## src/hw/pti_pkg.sv

```systemverilog
// constants, field layouts and types shared by the periodic tick interrupt block
package pti_pkg;

  // ---------------------------------------------------------------
  // register map (byte addresses)
  // ---------------------------------------------------------------
  localparam logic [7:0] CTRL_OFS = 8'h00;
  localparam logic [7:0] ENA_OFS  = 8'h04;
  localparam logic [7:0] FLAG_OFS = 8'h08;

  // ---------------------------------------------------------------
  // field positions and reset values
  // ---------------------------------------------------------------
  localparam int unsigned CTRL_W        = 5;
  localparam int unsigned LOW_VOLTAGE_DETECT_OUTPUT_BIT      = 5;
  localparam int unsigned ENA_W         = 4;
  localparam int unsigned FLAG_W        = 3;
  localparam logic [4:0]  CTRL_RST      = 5'h00;
  localparam logic [3:0]  ENA_RST       = 4'h0;
  localparam logic [2:0]  FLAG_RST      = 3'h0;

  // ---------------------------------------------------------------
  // vector, divider and clock source constants
  // ---------------------------------------------------------------
  localparam logic [11:0] MF0_VECTOR    = 12'h024;
  localparam logic [3:0]  RTC_EXP_BASE  = 4'h8;
  localparam logic [3:0]  TB_EXP_MIN    = 4'hC;
  localparam logic [3:0]  TB_EXP_MAX    = 4'hF;
  localparam logic [3:0]  TB_EXP_RST    = 4'hF;
  localparam logic [1:0]  SYS_DIV_LAST  = 2'h3;
  localparam logic [1:0]  SRC_CRYSTAL   = 2'h0;
  localparam logic [1:0]  SRC_INT_RC    = 2'h1;
  localparam logic [1:0]  SRC_SYS_DIV4  = 2'h2;

  // ---------------------------------------------------------------
  // types
  // ---------------------------------------------------------------
  typedef struct packed {
    logic       osc_quick_start_off;
    logic       low_voltage_detect_enable;
    logic [2:0] rtc_period_select;
  } pti_ctrl_t;

  typedef struct packed {
    logic mf0_irq_enable;
    logic tick_irq_enable;
    logic rtc_irq_enable;
    logic global_irq_enable;
  } pti_ena_t;

  typedef struct packed {
    logic mf0_request_flag;
    logic tick_request_flag;
    logic rtc_request_flag;
  } pti_flag_t;

  typedef enum logic [1:0] {
    PTI_IDLE  = 2'b00,
    PTI_ENTER = 2'b01,
    PTI_ISR   = 2'b11
  } pti_svc_t;

  // low mask of e ones, used by both dividers
  function automatic logic [14:0] div_mask(input logic [3:0] e);
    logic [15:0] one_hot;
    one_hot = 16'h0001 << e;
    return one_hot[14:0] - 15'h0001;
  endfunction

endpackage

```

## src/hw/pti_tick_div.sv

```systemverilog
// free-running power-of-two divider on the slow clock tick
`timescale 1ns/10ps
module pti_tick_div (
  input  wire logic       clk_i,
  input  wire logic       rst_i,
  input  wire logic       tick_i,
  input  wire logic [3:0] exp_i,
  output logic            ovf_o
);

  logic [14:0] cnt_ff;
  logic        ovf_ff;
  logic [14:0] mask;

  // ------------------------------------------------------------
  // counter and overflow
  // ------------------------------------------------------------
  assign mask = pti_pkg::div_mask(exp_i);

  // counter never stops; a new ratio only moves the next wrap
  always_ff @(posedge clk_i or posedge rst_i) begin
    if (rst_i) begin
      cnt_ff <= 15'h0000;
    end else if (tick_i) begin
      cnt_ff <= cnt_ff + 15'h0001;
    end
  end

  // one pulse per completed period of 2^exp slow ticks
  always_ff @(posedge clk_i or posedge rst_i) begin
    if (rst_i) begin
      ovf_ff <= 1'b0;
    end else begin
      ovf_ff <= tick_i && ((cnt_ff & mask) == mask);
    end
  end

  assign ovf_o = ovf_ff;

  // ------------------------------------------------------------
  // checks
  // ------------------------------------------------------------
  property p_ovf_on_wrap;
    @(posedge clk_i) disable iff (rst_i)
    ovf_ff |-> $past(tick_i) && (($past(cnt_ff) & $past(mask)) == $past(mask));
  endproperty
  a_ovf_on_wrap: assert property (p_ovf_on_wrap) else $error("divider pulse without wrap");

endmodule

```

## src/hw/pti_top.sv

```systemverilog
// periodic tick interrupts: rtc and time base dividers feeding the mf0 interrupt
`timescale 1ns/10ps
module pti_top #(
  parameter logic [1:0] SLOW_SRC = pti_pkg::SRC_CRYSTAL,
  parameter logic [3:0] TB_EXP   = pti_pkg::TB_EXP_RST
) (
  input  wire logic        REF_CLK_I,
  input  wire logic        RESET_I,
  input  wire logic        PSEL_I,
  input  wire logic        PENABLE_I,
  input  wire logic        PWRITE_I,
  input  wire logic [7:0]  PADDR_I,
  input  wire logic [31:0] PWDATA_I,
  input  wire logic [3:0]  PSTRB_I,
  output logic [31:0]      PRDATA_O,
  output logic             PREADY_O,
  output logic             PSLVERR_O,
  input  wire logic        XTAL_SLOW_I,
  input  wire logic        INTERNAL_RC_SLOW_OSC_SLOW_I,
  input  wire logic        LVD_SENSE_I,
  input  wire logic        STACK_FULL_I,
  input  wire logic        RETURN_AND_UNMASK_I,
  input  wire logic        RET_I,
  input  wire logic        SIO0_REQ_I,
  input  wire logic        EXT_PERIPH_REQ_I,
  output logic             CALL_O,
  output logic             PUSH_PC_O,
  output logic [11:0]      VECTOR_O,
  output logic             WAKE_O,
  output logic             LVD_ENABLE_O,
  output logic             OSC_QUICK_START_O,
  output logic             GLOBAL_IRQ_ENABLE_O
);

  // ------------------------------------------------------------
  // elaboration checks
  // ------------------------------------------------------------
  if (TB_EXP < pti_pkg::TB_EXP_MIN || TB_EXP > pti_pkg::TB_EXP_MAX) begin : g_bad_tb
    $error("time base exponent out of range");
  end
  if (SLOW_SRC > pti_pkg::SRC_SYS_DIV4) begin : g_bad_src
    $error("slow clock source code out of range");
  end

  // ------------------------------------------------------------
  // declarations
  // ------------------------------------------------------------
  pti_pkg::pti_ctrl_t ctrl_ff;
  pti_pkg::pti_ena_t  ena_ff;
  pti_pkg::pti_ena_t  nxt_ena;
  pti_pkg::pti_flag_t flag_ff;
  pti_pkg::pti_flag_t nxt_flag;
  pti_pkg::pti_svc_t  svc_ff;
  pti_pkg::pti_svc_t  nxt_svc;
  logic [2:0]         sync1_ff;
  logic [2:0]         sync2_ff;
  logic [2:0]         prev_ff;
  logic [1:0]         sys_div_ff;
  logic               slow_tick;
  logic               rtc_ovf;
  logic               tb_ovf;
  logic [3:0]         rtc_exp;
  logic               mf0_set;
  logic               can_call;
  logic               wake_ff;
  logic [31:0]        prdata_ff;
  logic [31:0]        rd_data;
  logic               rd_hit;
  logic               setup;
  logic               wr_en;
  logic               wr_ctrl;
  logic               wr_ena;
  logic               wr_flag;
  logic               lvd_out;

  // ------------------------------------------------------------
  // pin synchronisers
  // ------------------------------------------------------------
  // bit 0 crystal, bit 1 rc, bit 2 detector sense; both
  // oscillators are slow enough to be sampled as levels
  always_ff @(posedge REF_CLK_I or posedge RESET_I) begin
    if (RESET_I) begin
      sync1_ff <= 3'h0;
      sync2_ff <= 3'h0;
      prev_ff  <= 3'h0;
    end else begin
      sync1_ff <= {LVD_SENSE_I, INTERNAL_RC_SLOW_OSC_SLOW_I, XTAL_SLOW_I};
      sync2_ff <= sync1_ff;
      prev_ff  <= sync2_ff;
    end
  end

  // ------------------------------------------------------------
  // slow clock source
  // ------------------------------------------------------------
  // system clock over four needs no crossing
  always_ff @(posedge REF_CLK_I or posedge RESET_I) begin
    if (RESET_I) begin
      sys_div_ff <= 2'h0;
    end else begin
      sys_div_ff <= sys_div_ff + 2'h1;
    end
  end

  // source is a build option, not a register field
  always_comb begin
    case (SLOW_SRC)
      pti_pkg::SRC_CRYSTAL:  slow_tick = sync2_ff[0] & ~prev_ff[0];
      pti_pkg::SRC_INT_RC:   slow_tick = sync2_ff[1] & ~prev_ff[1];
      pti_pkg::SRC_SYS_DIV4: slow_tick = (sys_div_ff == pti_pkg::SYS_DIV_LAST);
      default:               slow_tick = 1'b0;
    endcase
  end

  // ------------------------------------------------------------
  // tick dividers
  // ------------------------------------------------------------
  // select n maps to exponent 8 + n
  assign rtc_exp = pti_pkg::RTC_EXP_BASE + {1'b0, ctrl_ff.rtc_period_select};

  pti_tick_div u_rtc_div (
    .clk_i  (REF_CLK_I),
    .rst_i  (RESET_I),
    .tick_i (slow_tick),
    .exp_i  (rtc_exp),
    .ovf_o  (rtc_ovf)
  );

  // time base ratio is fixed at build time
  pti_tick_div u_tb_div (
    .clk_i  (REF_CLK_I),
    .rst_i  (RESET_I),
    .tick_i (slow_tick),
    .exp_i  (TB_EXP),
    .ovf_o  (tb_ovf)
  );

  // ------------------------------------------------------------
  // apb slave decode
  // ------------------------------------------------------------
  // zero wait states: read data is latched in the setup cycle
  assign setup   = PSEL_I & ~PENABLE_I;
  assign wr_en   = PSEL_I & PENABLE_I & PWRITE_I & PSTRB_I[0];
  assign wr_ctrl = wr_en & (PADDR_I == pti_pkg::CTRL_OFS);
  assign wr_ena  = wr_en & (PADDR_I == pti_pkg::ENA_OFS);
  assign wr_flag = wr_en & (PADDR_I == pti_pkg::FLAG_OFS);

  // low voltage output reads zero while the detector is off
  assign lvd_out = ctrl_ff.low_voltage_detect_enable & sync2_ff[2];

  // read mux; reserved bits read zero
  always_comb begin
    rd_data = 32'h0000_0000;
    rd_hit  = 1'b1;
    case (PADDR_I)
      pti_pkg::CTRL_OFS: begin
        rd_data[pti_pkg::CTRL_W-1:0] = ctrl_ff;
        rd_data[pti_pkg::LOW_VOLTAGE_DETECT_OUTPUT_BIT]   = lvd_out;
      end
      pti_pkg::ENA_OFS: begin
        rd_data[pti_pkg::ENA_W-1:0] = ena_ff;
      end
      pti_pkg::FLAG_OFS: begin
        rd_data[pti_pkg::FLAG_W-1:0] = flag_ff;
      end
      default: begin
        rd_hit = 1'b0;
      end
    endcase
  end

  always_ff @(posedge REF_CLK_I or posedge RESET_I) begin
    if (RESET_I) begin
      prdata_ff <= 32'h0000_0000;
    end else if (setup && !PWRITE_I) begin
      prdata_ff <= rd_data;
    end
  end

  assign PRDATA_O  = prdata_ff;
  assign PREADY_O  = 1'b1;
  assign PSLVERR_O = PSEL_I & PENABLE_I & ~rd_hit;

  // ------------------------------------------------------------
  // control register
  // ------------------------------------------------------------
  always_ff @(posedge REF_CLK_I or posedge RESET_I) begin
    if (RESET_I) begin
      ctrl_ff <= pti_pkg::CTRL_RST;
    end else if (wr_ctrl) begin
      ctrl_ff <= PWDATA_I[pti_pkg::CTRL_W-1:0];
    end
  end

  assign OSC_QUICK_START_O = ~ctrl_ff.osc_quick_start_off;
  assign LVD_ENABLE_O      = ctrl_ff.low_voltage_detect_enable;

  // ------------------------------------------------------------
  // service sequencer
  // ------------------------------------------------------------
  // a call is offered only from idle, so one entry per request
  assign can_call = (svc_ff == pti_pkg::PTI_IDLE) & ena_ff.global_irq_enable
                  & ena_ff.mf0_irq_enable & flag_ff.mf0_request_flag
                  & ~STACK_FULL_I;

  always_comb begin
    case (svc_ff)
      pti_pkg::PTI_IDLE:  nxt_svc = can_call ? pti_pkg::PTI_ENTER : pti_pkg::PTI_IDLE;
      pti_pkg::PTI_ENTER: nxt_svc = pti_pkg::PTI_ISR;
      pti_pkg::PTI_ISR:   nxt_svc = (RETURN_AND_UNMASK_I | RET_I) ? pti_pkg::PTI_IDLE : pti_pkg::PTI_ISR;
      default:            nxt_svc = pti_pkg::PTI_IDLE;
    endcase
  end

  always_ff @(posedge REF_CLK_I or posedge RESET_I) begin
    if (RESET_I) begin
      svc_ff <= pti_pkg::PTI_IDLE;
    end else begin
      svc_ff <= nxt_svc;
    end
  end

  // entry only pushes the program counter, nothing else
  assign CALL_O    = (svc_ff == pti_pkg::PTI_ENTER);
  assign PUSH_PC_O = (svc_ff == pti_pkg::PTI_ENTER);
  assign VECTOR_O  = pti_pkg::MF0_VECTOR;

  // ------------------------------------------------------------
  // enable register
  // ------------------------------------------------------------
  // entry clears the global enable; return with unmask sets it
  always_comb begin
    nxt_ena = ena_ff;
    if (wr_ena) begin
      nxt_ena = PWDATA_I[pti_pkg::ENA_W-1:0];
    end
    if (can_call) begin
      nxt_ena.global_irq_enable = 1'b0;
    end
    if (RETURN_AND_UNMASK_I && svc_ff == pti_pkg::PTI_ISR) begin
      nxt_ena.global_irq_enable = 1'b1;
    end
  end

  always_ff @(posedge REF_CLK_I or posedge RESET_I) begin
    if (RESET_I) begin
      ena_ff <= pti_pkg::ENA_RST;
    end else begin
      ena_ff <= nxt_ena;
    end
  end

  assign GLOBAL_IRQ_ENABLE_O = ena_ff.global_irq_enable;

  // ------------------------------------------------------------
  // request flags
  // ------------------------------------------------------------
  // rtc and tick raise mf0 only through their own enable; sio0 and external requests set it directly
  assign mf0_set = (rtc_ovf & ena_ff.rtc_irq_enable)
                 | (tb_ovf & ena_ff.tick_irq_enable)
                 | SIO0_REQ_I | EXT_PERIPH_REQ_I;

  // hardware sets beat software clears and service clears
  always_comb begin
    nxt_flag = flag_ff;
    if (wr_flag) begin
      nxt_flag = PWDATA_I[pti_pkg::FLAG_W-1:0];
    end
    if (can_call) begin
      nxt_flag.mf0_request_flag = 1'b0;
    end
    if (rtc_ovf) begin
      nxt_flag.rtc_request_flag = 1'b1;
    end
    if (tb_ovf) begin
      nxt_flag.tick_request_flag = 1'b1;
    end
    if (mf0_set) begin
      nxt_flag.mf0_request_flag = 1'b1;
    end
  end

  always_ff @(posedge REF_CLK_I or posedge RESET_I) begin
    if (RESET_I) begin
      flag_ff <= pti_pkg::FLAG_RST;
    end else begin
      flag_ff <= nxt_flag;
    end
  end

  // ------------------------------------------------------------
  // wake-up
  // ------------------------------------------------------------
  // a flag already high cannot rise, which is how software masks wake
  always_ff @(posedge REF_CLK_I or posedge RESET_I) begin
    if (RESET_I) begin
      wake_ff <= 1'b0;
    end else begin
      wake_ff <= |(nxt_flag & ~flag_ff);
    end
  end

  assign WAKE_O = wake_ff;

  // ------------------------------------------------------------
  // checks
  // ------------------------------------------------------------
  property p_call_gate;
    @(posedge REF_CLK_I) disable iff (RESET_I)
    CALL_O |-> $past(ena_ff.global_irq_enable && ena_ff.mf0_irq_enable
                      && flag_ff.mf0_request_flag && !STACK_FULL_I);
  endproperty
  a_call_gate: assert property (p_call_gate) else $error("call without all enables");

  property p_call_vector;
    @(posedge REF_CLK_I) disable iff (RESET_I)
    CALL_O |-> (VECTOR_O == 12'h024) && PUSH_PC_O ##1 !CALL_O;
  endproperty
  a_call_vector: assert property (p_call_vector) else $error("call vector or push wrong");

  property p_rtc_set;
    @(posedge REF_CLK_I) disable iff (RESET_I)
    rtc_ovf |=> flag_ff.rtc_request_flag;
  endproperty
  a_rtc_set: assert property (p_rtc_set) else $error("rtc flag missed overflow");

  property p_tb_set;
    @(posedge REF_CLK_I) disable iff (RESET_I)
    tb_ovf && ena_ff.tick_irq_enable |=> flag_ff.tick_request_flag && flag_ff.mf0_request_flag;
  endproperty
  a_tb_set: assert property (p_tb_set) else $error("tick overflow not flagged");

  property p_service;
    @(posedge REF_CLK_I) disable iff (RESET_I)
    can_call && !mf0_set && !wr_flag && !wr_ena && !rtc_ovf && !tb_ovf |=>
      !ena_ff.global_irq_enable && !flag_ff.mf0_request_flag
      && flag_ff.rtc_request_flag == $past(flag_ff.rtc_request_flag)
      && flag_ff.tick_request_flag == $past(flag_ff.tick_request_flag);
  endproperty
  a_service: assert property (p_service) else $error("service cleared wrong bits");

  property p_persist;
    @(posedge REF_CLK_I) disable iff (RESET_I)
    flag_ff.rtc_request_flag && !wr_flag |=> flag_ff.rtc_request_flag;
  endproperty
  a_persist: assert property (p_persist) else $error("request flag dropped");

  property p_wake;
    @(posedge REF_CLK_I) disable iff (RESET_I)
    (|(flag_ff & ~$past(flag_ff))) |-> WAKE_O;
  endproperty
  a_wake: assert property (p_wake) else $error("no wake on flag rise");

  property p_return_and_unmask;
    @(posedge REF_CLK_I) disable iff (RESET_I)
    RETURN_AND_UNMASK_I && svc_ff == pti_pkg::PTI_ISR |=> ena_ff.global_irq_enable;
  endproperty
  a_return_and_unmask: assert property (p_return_and_unmask) else $error("return did not unmask");

  property p_ret;
    @(posedge REF_CLK_I) disable iff (RESET_I)
    RET_I && !RETURN_AND_UNMASK_I && !wr_ena && !ena_ff.global_irq_enable |=> !ena_ff.global_irq_enable;
  endproperty
  a_ret: assert property (p_ret) else $error("plain return unmasked");

  property p_ctrl_pins;
    @(posedge REF_CLK_I) disable iff (RESET_I)
    wr_ctrl |=> (OSC_QUICK_START_O == !$past(PWDATA_I[4])) && (LVD_ENABLE_O == $past(PWDATA_I[3]));
  endproperty
  a_ctrl_pins: assert property (p_ctrl_pins) else $error("control bits not applied");

  property p_rtc_exp;
    @(posedge REF_CLK_I) disable iff (RESET_I)
    rtc_exp == 4'h8 + {1'b0, ctrl_ff.rtc_period_select};
  endproperty
  a_rtc_exp: assert property (p_rtc_exp) else $error("rtc ratio wrong");

endmodule

```

## config.mk

```make
export PLATFORM = sky130hd
export DESIGN_NAME = pti_top
export DESIGN_NICKNAME = d
export VERILOG_FILES = /design/src/hw/pti_pkg.sv /design/src/hw/pti_tick_div.sv /design/src/hw/pti_top.sv
export SDC_FILE = /design/constraint.sdc
export NUM_CORES = 1
export LEC_CHECK = 0
export BUFFER_PORTS_ARGS = -buffer_cell sky130_fd_sc_hd__buf_2
export CAP_MARGIN = 20
export CORE_UTILIZATION = 40
export DETAILED_ROUTE_END_ITERATION = 7
export PLACE_DENSITY_LB_ADDON = 0.1
export SYNTH_ARGS = -nofsm -noshare
export SYNTH_HDL_FRONTEND = slang
export SYNTH_HIERARCHICAL = 1
export SYNTH_SLANG_ARGS = --single-unit
```

## constraint.sdc

```tcl
create_clock -name REF_CLK_I -period 1.9 [get_ports REF_CLK_I]
set_clock_uncertainty 0.2 [all_clocks]
set_input_delay 0.095 -clock REF_CLK_I [delete_from_list [all_inputs] [get_ports REF_CLK_I]]
set_output_delay 0.095 -clock REF_CLK_I [all_outputs]
set_load 0.01 [all_outputs]
```

# Word level (Yosys, flattened, before mapping)

Index checks and enable logic that the tools add are counted.

Add/subtract/negate cells: 4
Equal/unequal tests: 6
Shifts and indexed selects: 1
Muxes and demuxes: 15
Bitwise logic cells: 28
Reduce and logical (&&, ||, !) cells: 10

Operator list:

| cell                                                                  | count |
|---|---|
| 15-bit by 1-bit adder with 15-bit output, second input constant       | 2 |
| 1-bit bitwise AND                                                     | 16 |
| 15-bit bitwise AND                                                    | 1 |
| 15-bit equality test                                                  | 1 |
| 15-bit equality test, second input constant                           | 1 |
| 1-bit by 4-bit << shifter with 15-bit output, first input constant    | 1 |
| 15-bit by 1-bit subtractor with 15-bit output, second input constant  | 1 |
| 1-bit two-way mux                                                     | 9 |
| 3-bit case mux with 3 select lines                                    | 1 |
| 8-bit by 3-bit equality test with 1-bit output, second input constant | 1 |
| 8-bit by 4-bit equality test with 1-bit output, second input constant | 1 |
| 8-bit zero test                                                       | 1 |
| 2-bit case mux with 3 select lines                                    | 1 |
| 3-bit OR reduction                                                    | 2 |
| 1-bit NOT                                                             | 5 |
| 4-bit by 3-bit adder with 4-bit output, first input constant          | 1 |
| 1-bit logical AND                                                     | 4 |
| 2-bit two-way mux                                                     | 2 |
| 1-bit bitwise OR                                                      | 4 |
| 3-bit bitwise AND                                                     | 1 |
| 3-bit two-way mux                                                     | 1 |
| 3-bit NOT                                                             | 1 |
| 3-bit nonzero test                                                    | 1 |
| 2-bit by 1-bit equality test with 1-bit output, second input constant | 1 |
| other kinds (4)                                                       | 4 |

Register bits after elaboration: 60
Bits of input ports: 57

# Longest topological paths before layout

Gate-level depths: netlist of run 1.

Depth after elaboration: 9
Gate-level depth with buffers: 9
Gate-level depth less buffers: 7

# Modules after synthesis

The synthesis of run 1 kept the hierarchy.

By module, submodules not included:

| module       | area an instance (um2) | times used | cells each | sequential area each (um2) |
|---|---|---|---|---|
| pti_tick_div | 1,046.0                | 2          | 104        | 400.4 |
| pti_top      | 1,515.2                | 1          | 146        | 650.6 |

# Worst setup path after synthesis of run 1

No wires, ideal clock.

Path kind: in2reg
Start: input port PADDR_I[1]
End: register ctrl_ff (netlist bit LVD_ENABLE_O)
Cell stages on the path: 5
Arrival time: 1.366 ns
Setup time: 0.125 ns
Required time: 1.575 ns
Slack: 0.209 ns
Cells stage by stage: nor4_4 -> nand3b_2 -> or3b_1 -> buf_6 -> mux2_4

Longest elaborated chain between the ends: 2

RTL lines:

| item                   | line           | text |
|---|---|---|
| start: declaration     | pti_top.sv:12  | `input wire logic [7:0] PADDR_I,` |
| 8-bit zero test        | pti_top.sv:144 | `assign wr_ctrl = wr_en & (PADDR_I == pti_pkg::CTRL_OFS);` |
| 1-bit bitwise AND      | pti_top.sv:144 |  |
| end signal: assignment | pti_top.sv:189 | `ctrl_ff <= pti_pkg::CTRL_RST;` |
| end signal: assignment | pti_top.sv:191 | `ctrl_ff <= PWDATA_I[pti_pkg::CTRL_W-1:0];` |
| end: declaration       | pti_top.sv:48  | `pti_pkg::pti_ctrl_t ctrl_ff;` |

No other way between the ends.
A chain may end at the register's enable or synchronous reset.

# Worst setup path in the final report of run 1

Start: input port PADDR_I[7]
End: register ctrl_ff[4] (netlist bit)

Same word-level chain as after synthesis.

==> run summary, run 1 <==
The clock slew seen by the registers of the worst setup and hold paths came out at 0.06 ns. The area enclosed by the die boundary is 0.00940 mm². The fraction of registers with async set/reset came out at 100%. The highest attainable clock frequency came out at 0.537 GHz. At the later pin of the worst-skew pair, clock insertion delay measures 0.32 ns. The top cell types in the final layout, fill and taps aside, are sky130_fd_sc_hd__conb_1, sky130_fd_sc_hd__dfrtp_1, sky130_fd_sc_hd__buf_2, sky130_fd_sc_hd__nand2_1, sky130_fd_sc_hd__xnor2_1. The floorplan die height came out at 97.0 µm.

The area growth from synthesis to layout is 16.6%. Of the available clock period, the critical path in the final layout requires 98.0%. The wire length of the first global-routing pass is 12.3 mm. The routed wire length is 7.14 mm. The floorplan has 34 rows. The vias per cell is 4.68. The remaining global-route overflow came out at 0. The longest clock path from root to sink contains 2 buffers.

After detailed routing, the number of remaining DRC violations is 0. The critical path startpoint category is an input pin. The number of global-route vias before repair is 2593. Combinational logic burns 21.7% of the power. The data required time of the worst path came out at 1.91 ns. Counting flops and latches in the post-synthesis netlist gives 58. The flow ran to the end, and the final reports show no timing, DRC or antenna violations. The register area share after synthesis is 40.2%. The H-tree was split into 3 levels. The tightest min-delay check is of the in -> reg type. The number of antenna-violating nets in the routed design is 0. The initial detailed-routing violation count came out at 160.

The tree is rooted in a sky130_fd_sc_hd__clkbuf_8. The gate count of the mapped netlist is 354. The worst setup path is of the in -> reg kind. In this design, the largest share of critical-path delay is due to simple AND/OR/NAND/NOR gates. The final-report hold violation count came to 0. The number of distinct library cells after synthesis is 56. For this run, the post-layout net count is 502. The number of antenna diodes in the final layout is 0. In the synthesized netlist the dominant register cell turns out to be sky130_fd_sc_hd__dfrtp_1. The fraction of final layout cells with drive strength greater than 1 is 23.4%. The internal portion of the total power is 0.00224 W. In this run the worst path has a maximum fanout of 5.

The pre-antenna-repair detailed-routing pass consisted of 4 iterations. The average cell area after synthesis came out at 10.2 µm². The category of the worst setup path capture point is a register.

The area of the core is 0.00872 mm². The average wire per cell in the routed design is 12.9 µm. The number of vias in the routed layout came out at 2590. The congestion estimate from routability-driven global placement came to 0.797. Buffers placed on the I/O ports in this run total 38. The shortest clock period the worst path allows after layout is 1.86 ns. The sum of buffers and inverters on the critical path is 2. The synthesis warning total is 6. The switching power summed over all nets came out at 0.000968 W. The power density over cell area came out at 764 mW/mm². The total CTS buffers is 9. For this run, the total global-route usage over all layers was measured as 16.2%. The library cell used most frequently in the layout, excluding fill and tap cells, is sky130_fd_sc_hd__conb_1. Net switching is 30.1% of the power.

Once placement completed, the tool counted placed cells totaling 522. The signal on the critical path passes through dlygate4sd3_1, buf_2, nor2_2, nand3b_2, or3b_1, mux2_4. The pin count of the biggest net entering global routing is 27. The clock power share is 30.8%. The max-slew violation count is 0. The post-layout instance count excluding filler cells is 553. The total number of clock tree sinks is 58. The proportion of power drawn by flip-flops and latches came out at 47.5%. The number of ports placed on the die boundary is 109. The effective utilization at floorplan is 41.4%.

The largest single stage delay on the critical path is 0.54 ns. The max-cap violation count is 0. For this design the static power due to leakage is 2.08 nW. The number of enable flip-flop cells after synthesis is 0.

The floorplan step set the die width to 97.0 µm. The transition time of the tightest slew-check pin is 0.644 ns. VDD sags by at most 319 µV. The cell area reported after detailed placement is 0.00386 mm². The final count of negative-setup-slack endpoints is 0. After synthesis the cells add up to 0.00361 mm². The fill cell instance count of the final layout is 832. The post-route standard cell area excluding fillers came out at 0.00421 mm². The initial antenna violation count came out at 0. The critical path's slowest cell is sky130_fd_sc_hd__or3b_1. The HPWL after detailed placement is 5.16 mm.

TritonCTS built the clock tree. For flop-to-flop paths, the worst setup slack is 0.07 ns. The worst endpoint data arrival time came out at 1.87 ns. The worst slew slack as a fraction of its limit came out at 57.0%.
==> power groups by stage <==
stage | clock, W | sequential (W) | combinational (W)
after detailed placement | 0 | 0.00155 | 0.000662
after floorplan | 0 | 0.00156 | 0.000471
final | 0.000989 | 0.00153 | 0.000697
after CTS | 0.00103 | 0.00153 | 0.000691
after global routing | 0.00109 | 0.00155 | 0.000782
after global placement | 0 | 0.00154 | 0.000656
==> timing repair <==
item                       CTS  global route
setup buffers                0             0
hold endpoints to repair    77             0
hold buffers                16             0
setup endpoints to repair    0             4
resized for setup            0             3
==> final cells by class <==
| cell class | instances | area [µm²] | share of cell area, % |
|---|---|---|---|
| Clock buffer | 12 | 155 | 3.69 |
| Clock inverter | 3 | 15.0 | 0.357 |
| Inverter | 17 | 63.8 | 1.52 |
| Multi-Input combinational cell | 285 | 1910 | 45.5 |
| Sequential cell | 58 | 1450 | 34.5 |
| Tap cell | 108 | 135 | 3.21 |
| Timing Repair Buffer | 70 | 470 | 11.2 |
==> cells by family after synthesis <==
family,share of synthesized area (%)
buf+inv,13.6
fa+ha+maj,1.39
simple gates,20.7
mux,5.31
compound gates,11.3
other cells,0.208
xor+xnor,7.28
flops,40.2
==> registers in the layout, indices dropped and copies added (netlist names), 3 cells and up <==
name / flops
PRDATA_O: 6
flag_ff: 3
ctrl_ff: 4
u_tb_div/cnt_ff: 15
ena_ff: 3
u_rtc_div/cnt_ff: 15
==> stage by stage <==
step	hold slack [ns]	util (%)	setup TNS, ns	setup WS, ns	total power [W]
after floorplan	-0.191	-	0	0.209	0.00203
after global placement	0.00512	44.2	0	0.0463	0.00220
final	0.00357	48.2	0	0.0371	0.00321
after detailed placement	0.00689	44.2	0	0.0434	0.00221
after CTS	-0.00954	48.0	0	0.0322	0.00325
after global routing	0.0178	48.2	-0.00903	-0.00903	0.00342
==> per-layer routing <==
layer / vias to the layer above / wire length [µm] / GRT usage [%]
met5: - / 0 / 0
met1: 1192 / 3520 / 22.1
met4: 0 / 93 / 6.54
li1: 1312 / - / -
met2: 77 / 3190 / 25.1
met3: 9 / 329 / 3.47
==> worst paths after layout <==
| check | depth (start not counted) | end | start |
|---|---|---|---|
| max | 6 | ctrl_ff[4] | PADDR_I[7] |
| min | 5 | PRDATA_O[4] | PADDR_I[4] |
| max reg2reg | 4 | WAKE_O | u_rtc_div/ovf_o |
| min reg2reg | 0 | sync2_ff[0] | sync1_ff[0] |
| max in group asynchronous | 3 | u_rtc_div/ovf_o | RESET_I |
| min in group asynchronous | 4 | flag_ff[1] | RESET_I |
==> tightest hold or removal path: stages <==
cell                       delay (ns)
sky130_fd_sc_hd__buf_2           0.10
sky130_fd_sc_hd__nor4_4          0.04
sky130_fd_sc_hd__nand3b_2        0.07
sky130_fd_sc_hd__buf_4           0.12
sky130_fd_sc_hd__o41ai_1         0.06
==> cells in the mapped netlist, types with 6 or more instances <==
| master | instances | share of area, % |
|---|---|---|
| sky130_fd_sc_hd__and3_1 | 6 | 1.0 |
| sky130_fd_sc_hd__o21ai_0 | 14 | 1.9 |
| sky130_fd_sc_hd__a21oi_1 | 10 | 1.4 |
| sky130_fd_sc_hd__nor2b_1 | 6 | 1.0 |
| sky130_fd_sc_hd__xnor2_1 | 24 | 5.8 |
| sky130_fd_sc_hd__nand3_1 | 8 | 1.1 |
| sky130_fd_sc_hd__inv_1 | 17 | 1.8 |
| sky130_fd_sc_hd__nand2_1 | 27 | 2.8 |
| sky130_fd_sc_hd__xor2_1 | 6 | 1.5 |
| sky130_fd_sc_hd__dfrtp_1 | 58 | 40 |
| sky130_fd_sc_hd__buf_4 | 49 | 10 |
| sky130_fd_sc_hd__mux2i_1 | 6 | 1.7 |
| sky130_fd_sc_hd__nand4_1 | 8 | 1.4 |
| sky130_fd_sc_hd__nor2_1 | 16 | 1.7 |
Power figures use the tool's default switching activity.
==> run 2: changes to the inputs <==
--- a/config.mk
+++ b/config.mk
@@ -10,6 +10,7 @@
 export CORE_UTILIZATION = 40
 export DETAILED_ROUTE_END_ITERATION = 7
 export PLACE_DENSITY_LB_ADDON = 0.1
+export RECOVER_POWER = 25
 export SYNTH_ARGS = -nofsm -noshare
 export SYNTH_HDL_FRONTEND = slang
 export SYNTH_HIERARCHICAL = 1
==> run summary, run 2 (synthesis results as in run 1) <==
The run finished with clean final reports. The final-layout setup total negative slack is 0 ns (unchanged). The vias per cell came to 4.65 (-0.62%). The cell count of the worst hold path came out at 5 (unchanged).

The area of the core is 0.00872 mm² (unchanged). The global-route usage over all layers is 16.2% (unchanged). The data required time of the worst path is 1.91 ns (about the same). The number of ports placed on the die boundary is 109 (unchanged). The initial detailed-routing violation count came out at 160 (unchanged). STA classifies the critical path endpoint as a register. The count of standard-cell rows is 34 (unchanged). The HPWL after detailed placement came out at 5.16 mm (unchanged).

The clock slew seen by the registers of the worst setup and hold paths is 0.06 ns (about the same). The floorplan die height came out at 97.0 µm (unchanged). The total CTS buffers is 9 (unchanged). The width of the die came out at 97.0 µm (unchanged). The worst slew slack as a fraction of its limit was 54.5% (-2.6 points). The final count of negative-setup-slack endpoints came to 0 (unchanged). The area enclosed by the die boundary is 0.00940 mm² (unchanged). The utilization after layout is 48.2% (about the same). The deepest level of the CTS H-tree came to 3 (unchanged). The fill cell instance count of the final layout came out at 834 (+0.24%). The sequential cell area came out at 0.00145 mm² (unchanged). The library cells used most frequently in the layout, excluding fill and tap cells, are sky130_fd_sc_hd__conb_1, sky130_fd_sc_hd__dfrtp_1, sky130_fd_sc_hd__buf_2, sky130_fd_sc_hd__nand2_1, sky130_fd_sc_hd__xnor2_1. The total power draw is 0.00321 W (about the same). The count of cells along the worst register-to-register path came out at 4 (unchanged). The type of the tightest min-delay check is in -> reg.

The total number of clock tree sinks was 58 (unchanged). The worst-skew pair later-pin latency is 0.32 ns (about the same). The commonest non-fill, non-tap cell in the layout is sky130_fd_sc_hd__conb_1.

The max-cap violation count is 0 (unchanged). The fraction of final layout cells with drive strength greater than 1 is 23.1% (-0.22 points). The shortest clock period the worst path allows after layout is 1.86 ns (+0.000561 ns).

The effective utilization at floorplan is 41.4% (unchanged). The wire length of the first global-routing pass came out at 12.3 mm (unchanged). The reported leakage power came out at 2.08 nW (-0.21%). The number of nets at the end of the flow came out at 502 (unchanged).

The worst endpoint data arrival time is 1.87 ns (about the same). The transition time of the tightest slew-check pin came out at 0.683 ns (+0.0394 ns). TritonCTS built the clock tree. The maximum fanout encountered on the critical timing path came out at 5 (unchanged).

The total iterations of the first detailed-routing run came out at 4 (unchanged). The root buffer cell chosen for the clock tree is sky130_fd_sc_hd__clkbuf_8. The post-route DRC violation count came out at 0 (unchanged). The number of buffers on the longest clock path came to 2 (unchanged). The number of diodes was 0 (unchanged). The number of global-route vias before repair came to 2593 (unchanged).

The number of buffers added on ports is 38 (unchanged). The average wire per cell in the routed design is 12.9 µm (-0.13%). The highest attainable clock frequency is 0.537 GHz (about the same). The routed wire length came to 7.13 mm (-0.13%). The max-slew violation count came out at 0 (unchanged).

The number of vias in the routed layout came out at 2574 (-0.62%). The remaining global-route overflow is 0 (unchanged). The number of antenna-violating nets in the routed design is 0 (unchanged).

The pin count of the biggest net entering global routing was 27 (unchanged). The final-report hold violation count came out at 0 (unchanged). The placer's final routability congestion estimate is 0.797 (unchanged). The area taken by multi-input logic gates came out at 0.00191 mm² (unchanged). The largest voltage drop on the vdd net came to 319 µV (+0.30%). The initial antenna violation count came out at 0 (unchanged). The power density over cell area is 764 mW/mm² (about the same). The critical path startpoint category is an input pin.

The setup path with the least slack is of type in -> reg. The portion of the clock cycle consumed by the worst path in the final layout came out at 98.1% (about the same). The area growth from synthesis to layout came out at 16.5% (about the same).
-- run 2: cell types whose count changed in the layout (fill, tap and decap cells not counted) --
| cell | delta |
|---|---|
| sky130_fd_sc_hd__and2_0 | +1 |
| sky130_fd_sc_hd__and2_1 | -1 |
| sky130_fd_sc_hd__buf_2 | -1 |
| sky130_fd_sc_hd__buf_4 | -1 |
| sky130_fd_sc_hd__clkbuf_1 | +1 |
| sky130_fd_sc_hd__clkbuf_2 | +1 |
-- run 2: stage by stage --
step / instances / cell area, µm² / setup slack [ns] / hold slack, ns
2_1_floorplan: 416 / 3840 / 0.209 / -0.191
3_3_place_gp: 522 / 3860 / 0.0463 / 0.00512
3_5_place_dp: 522 / 3860 / 0.0434 / 0.00689
4_1_cts: 553 / 4190 / 0.0322 / -0.00954
5_1_grt: 553 / 4200 / -0.00903 / 0.0178
6_report: 553 / 4200 / 0.0365 / 0.00413
-- run 2: power by group --
part           leakage, nW  switching, W  internal [W]
clock               0.0920      0.000457      0.000530
sequential           0.772      0.000150       0.00138
combinational         1.21      0.000359      0.000337
-- run 2: what timing repair did --
action                     in CTS  in global routing
resized for setup               0                  3
setup endpoints to repair       0                  4
hold buffers                   16                  0
buffers inserted                0                  0
hold endpoints to repair       77                  0
-- run 2: final timing paths --
kind | to | slack (ns) | from
max in group asynchronous | PRDATA_O[5] | 0.74 | RESET_I
worst max-delay path | ctrl_ff[4] | 0.04 | PADDR_I[7]
worst min register to register | sync2_ff[0] | 0.15 | sync1_ff[0]
min in group asynchronous | u_tb_div/cnt_ff[6] | 0.22 | RESET_I
worst min-delay path | PRDATA_O[4] | 0.004 | PADDR_I[4]
worst max register to register | WAKE_O | 0.07 | u_rtc_div/ovf_o
-- run 2: layout make-up --
cell class	instances	share of cell area (%)
tap	108	3.22
multi-input combinational	285	45.6
timing repair buffer	70	11.1
clock inverter	3	0.357
sequential	58	34.5
clock buffer	12	3.69
inverter	17	1.52
-- run 2: metal layers --
metal  vias to the layer above  part of all wire (%)  track usage (%)
met2                        75                    44             25.1
met3                         9                   4.6             3.47
met5                         -                     0                0
li1                       1310                     -                -
met4                         0                   1.3             6.54
met1                      1180                    50             22.1
-- run 2: worst max-delay path, stage by stage --
cell	delay [ns]
sky130_fd_sc_hd__dlygate4sd3_1	0.53
sky130_fd_sc_hd__buf_2	0.12
sky130_fd_sc_hd__nor2_2	0.14
sky130_fd_sc_hd__nand3b_2	0.09
sky130_fd_sc_hd__or3b_1	0.54
sky130_fd_sc_hd__mux2_4	0.36
==> run 3: changes to the inputs <==
--- a/config.mk
+++ b/config.mk
@@ -9,7 +9,7 @@
 export CAP_MARGIN = 20
 export CORE_UTILIZATION = 40
 export DETAILED_ROUTE_END_ITERATION = 7
-export PLACE_DENSITY_LB_ADDON = 0.1
+export PLACE_DENSITY = 0.75
 export RECOVER_POWER = 25
 export SYNTH_ARGS = -nofsm -noshare
 export SYNTH_HDL_FRONTEND = slang
==> run summary, run 3 (synthesis results as in run 1) <==
The clock power share is 31.8% (+1.0 points). The max-cap violation count is 0 (unchanged). The met3 demand-to-capacity share in global routing came out at 6.00% (+2.5 points).

The flow ran to the end, and the final reports show no timing, DRC or antenna violations. The number of antenna-violating nets in the routed design came out at 0 (unchanged). The count of placed standard cells including taps came out at 515 (-1.3%). The register-to-register path setup slack came out at 0.08 ns (about the same). The post-route DRC violation count is 0 (unchanged).

The switching power summed over all nets is 0.000990 W (+2.4%). The largest voltage drop on the vdd net is 430 µV (+35%). The number of vias in the routed layout is 2682 (+4.2%). The fraction of final layout cells with drive strength greater than 1 is 22.0% (-1.2 points). The signal on the critical path passes through nor2_1, nand3_1, nor3_2, o21ai_0, dlygate4sd3_1. The fill cell instance count of the final layout is 816 (-2.2%). The max-slew violation count is 0 (unchanged). The shortest clock period the worst path allows after layout is 1.82 ns (-0.0405 ns). The fraction of power spent switching nets is 31.1% (+0.96 points).

The maximum fanout encountered on the critical timing path came out at 4 (-1). The remaining global-route overflow came out at 0 (unchanged). The utilization after layout was 48.0% (-0.22 points).

The final count of negative-setup-slack endpoints is 0 (unchanged). The area enclosed by the die boundary is 0.00940 mm² (unchanged). The cell area reported after detailed placement came to 0.00381 mm² (-1.4%).

The clock slew seen by the registers of the worst setup and hold paths came out at 0.06 ns (about the same). The initial antenna violation count is 0 (unchanged). The commonest non-fill, non-tap cell in the layout is sky130_fd_sc_hd__conb_1.

The worst-skew pair later-pin latency is 0.34 ns (+0.02 ns). Tracing the worst setup path back leads to its startpoint at svc_ff[0]. Setup repair after global routing could not meet its margin everywhere. By startpoint and endpoint, the worst setup path is classified as reg -> reg. The vias per cell came out at 4.89 (+5.0%).

The worst endpoint data arrival time is 1.85 ns (-0.02 ns). The average wire per cell in the routed design is 13.1 µm (+1.4%). The effective utilization at floorplan came out at 41.4% (unchanged).

STA classifies the critical path endpoint as a register. The area growth from synthesis to layout is 16.0%. The initial detailed-routing violation count is 118 (-26%). The total iterations of the first detailed-routing run is 4 (unchanged). The design internal power is 0.00220 W (-2.1%). The critical path startpoint category is a register. The data required time of the worst path was 1.93 ns (+0.02 ns). The placer's final routability congestion estimate came out at 0.873 (+9.6%). The number of buffers added on ports was 38 (unchanged). The number of global-route vias before repair is 2650 (+2.2%).

The total CTS buffers came out at 9 (unchanged). The hold slack is 0.0221 ns (+0.0180 ns). The wire length of the first global-routing pass came out at 12.3 mm (+0.11%).

The floorplan die height came out at 97.0 µm (unchanged). The width of the die came out at 97.0 µm (unchanged). The largest individual stage delay along the critical path comes from the cell sky130_fd_sc_hd__dlygate4sd3_1. The routed wire length is 7.18 mm (+0.63%). The number of buffers on the longest clock path came out at 2 (unchanged). The global-route track usage on met2 came out at 27.0% (+1.9 points). The power density over cell area came out at 762 mW/mm² (-0.26%).

The count of standard-cell rows came out at 34 (unchanged). The proportion of power drawn by flip-flops and latches came out at 49.1% (+1.6 points). The count of cells along the worst register-to-register path was 5 (+1). The combinational group share of total power came out at 19.1% (-2.6 points). The min-delay analysis places its worst path in the category in -> reg. The number of buffers added for setup after CTS came out at 0 (unchanged). The transition time of the tightest slew-check pin is 0.683 ns (-0.0000612 ns). The post-route standard cell area excluding fillers came out at 0.00418 mm² (-0.45%). The clock tree from TritonCTS is yes. In the layout the commonest cells are sky130_fd_sc_hd__conb_1, sky130_fd_sc_hd__dfrtp_1, sky130_fd_sc_hd__buf_2, sky130_fd_sc_hd__nand2_1, sky130_fd_sc_hd__xnor2_1.

The number of ports placed on the die boundary came out at 109 (unchanged). The final-report hold violation count came out at 0 (unchanged). The portion of the clock cycle consumed by the worst path in the final layout is 95.9% (-2.1 points). In this run the critical register-to-register path is captured at GLOBAL_IRQ_ENABLE_O.

The highest attainable clock frequency came out at 0.549 GHz (+2.2%). The area of the core came out at 0.00872 mm² (unchanged). The biggest cell delay along the critical path is 0.56 ns (+0.02 ns). The total number of clock tree sinks is 58 (unchanged). The post-layout instance count excluding filler cells came to 549 (-0.72%). The busiest layer in global routing is met2.

The met1 track utilization from global routing is 19.6% (-2.5 points). In this run the worst setup path terminates at GLOBAL_IRQ_ENABLE_O. The deepest level of the CTS H-tree is 3 (unchanged).

The master cell of the clock root buffer is sky130_fd_sc_hd__clkbuf_8. The worst slew slack as a fraction of its limit came out at 54.5% (about the same). The number of nets at the end of the flow is 498 (-0.80%). The reported leakage power is 2.06 nW (-0.81%). The global-route usage over all layers is 16.3% (+0.095 points). The HPWL after detailed placement is 4.87 mm (-5.7%).

The number of diodes is 0 (unchanged). The pin count of the biggest net entering global routing came out at 27 (unchanged). The origin of the critical flop-to-flop path is svc_ff[0]. The final-layout setup total negative slack came out at 0 ns (unchanged).
## run 3: changes by cell type in the layout (fill, tap and decap cells not counted), sizes merged
cell / previous run / this run
buf: 52 / 45
dlygate4sd3: 16 / 19
## run 3: critical path, delay by kind of cell (launching register included)
family / cells / cell delay [ns]
buf+inv: 1 / 0.56
flops: 1 / 0.42
compound gates: 1 / 0.11
simple gates: 3 / 0.42
## run 3: timing repair
item                                    CTS  global route
resized for setup                         0             4
endpoints found under the hold margin    80             1
hold buffers                             19             1
endpoints found under the setup margin    0             8
## run 3: power by group through the flow
stage,logic (W),registers (W),clock network [W]
global placement,0.000537,0.00157,0
floorplan,0.000471,0.00156,0
CTS,0.000595,0.00156,0.00104
global route,0.000675,0.00159,0.00109
finish,0.000609,0.00157,0.00101
detailed placement,0.000558,0.00158,0
## run 3: worst min-delay path by stage
stage	cells past startpoint	slack (ns)	end	from
floorplan	1	-0.19	u_rtc_div/cnt_ff[0]	RESET_I
finish	3	0.02	PRDATA_O[3]	PADDR_I[2]
detailed placement	3	0.0003	sync1_ff[0]	RESET_I
global route	3	0.02	PRDATA_O[3]	PADDR_I[2]
global placement	3	-0.01	sync1_ff[0]	RESET_I
CTS	4	0.007	PRDATA_O[0]	PADDR_I[2]
## run 3: final cells by class
cell class	instances	area [µm²]	share of cell area [%]
Multi-Input combinational cell	285	1920	45.9
Sequential cell	58	1450	34.7
Timing Repair Buffer	66	444	10.6
Clock buffer	12	155	3.71
Tap cell	108	135	3.23
Inverter	17	63.8	1.53
Clock inverter	3	15.0	0.359
## run 3: metrics by stage
stage / worst slack, ns / power, W
3_3_place_gp: 0.0632 / 0.00211
3_5_place_dp: 0.0184 / 0.00214
4_1_cts: 0.0434 / 0.00319
2_1_floorplan: 0.209 / 0.00203
5_1_grt: -0.0700 / 0.00336
6_report: 0.0770 / 0.00319
## run 3: per-layer routing
metal,wire (µm),up-vias
met5,0,-
li1,-,1298
met4,123,0
met1,3150,1279
met3,405,12
met2,3500,93
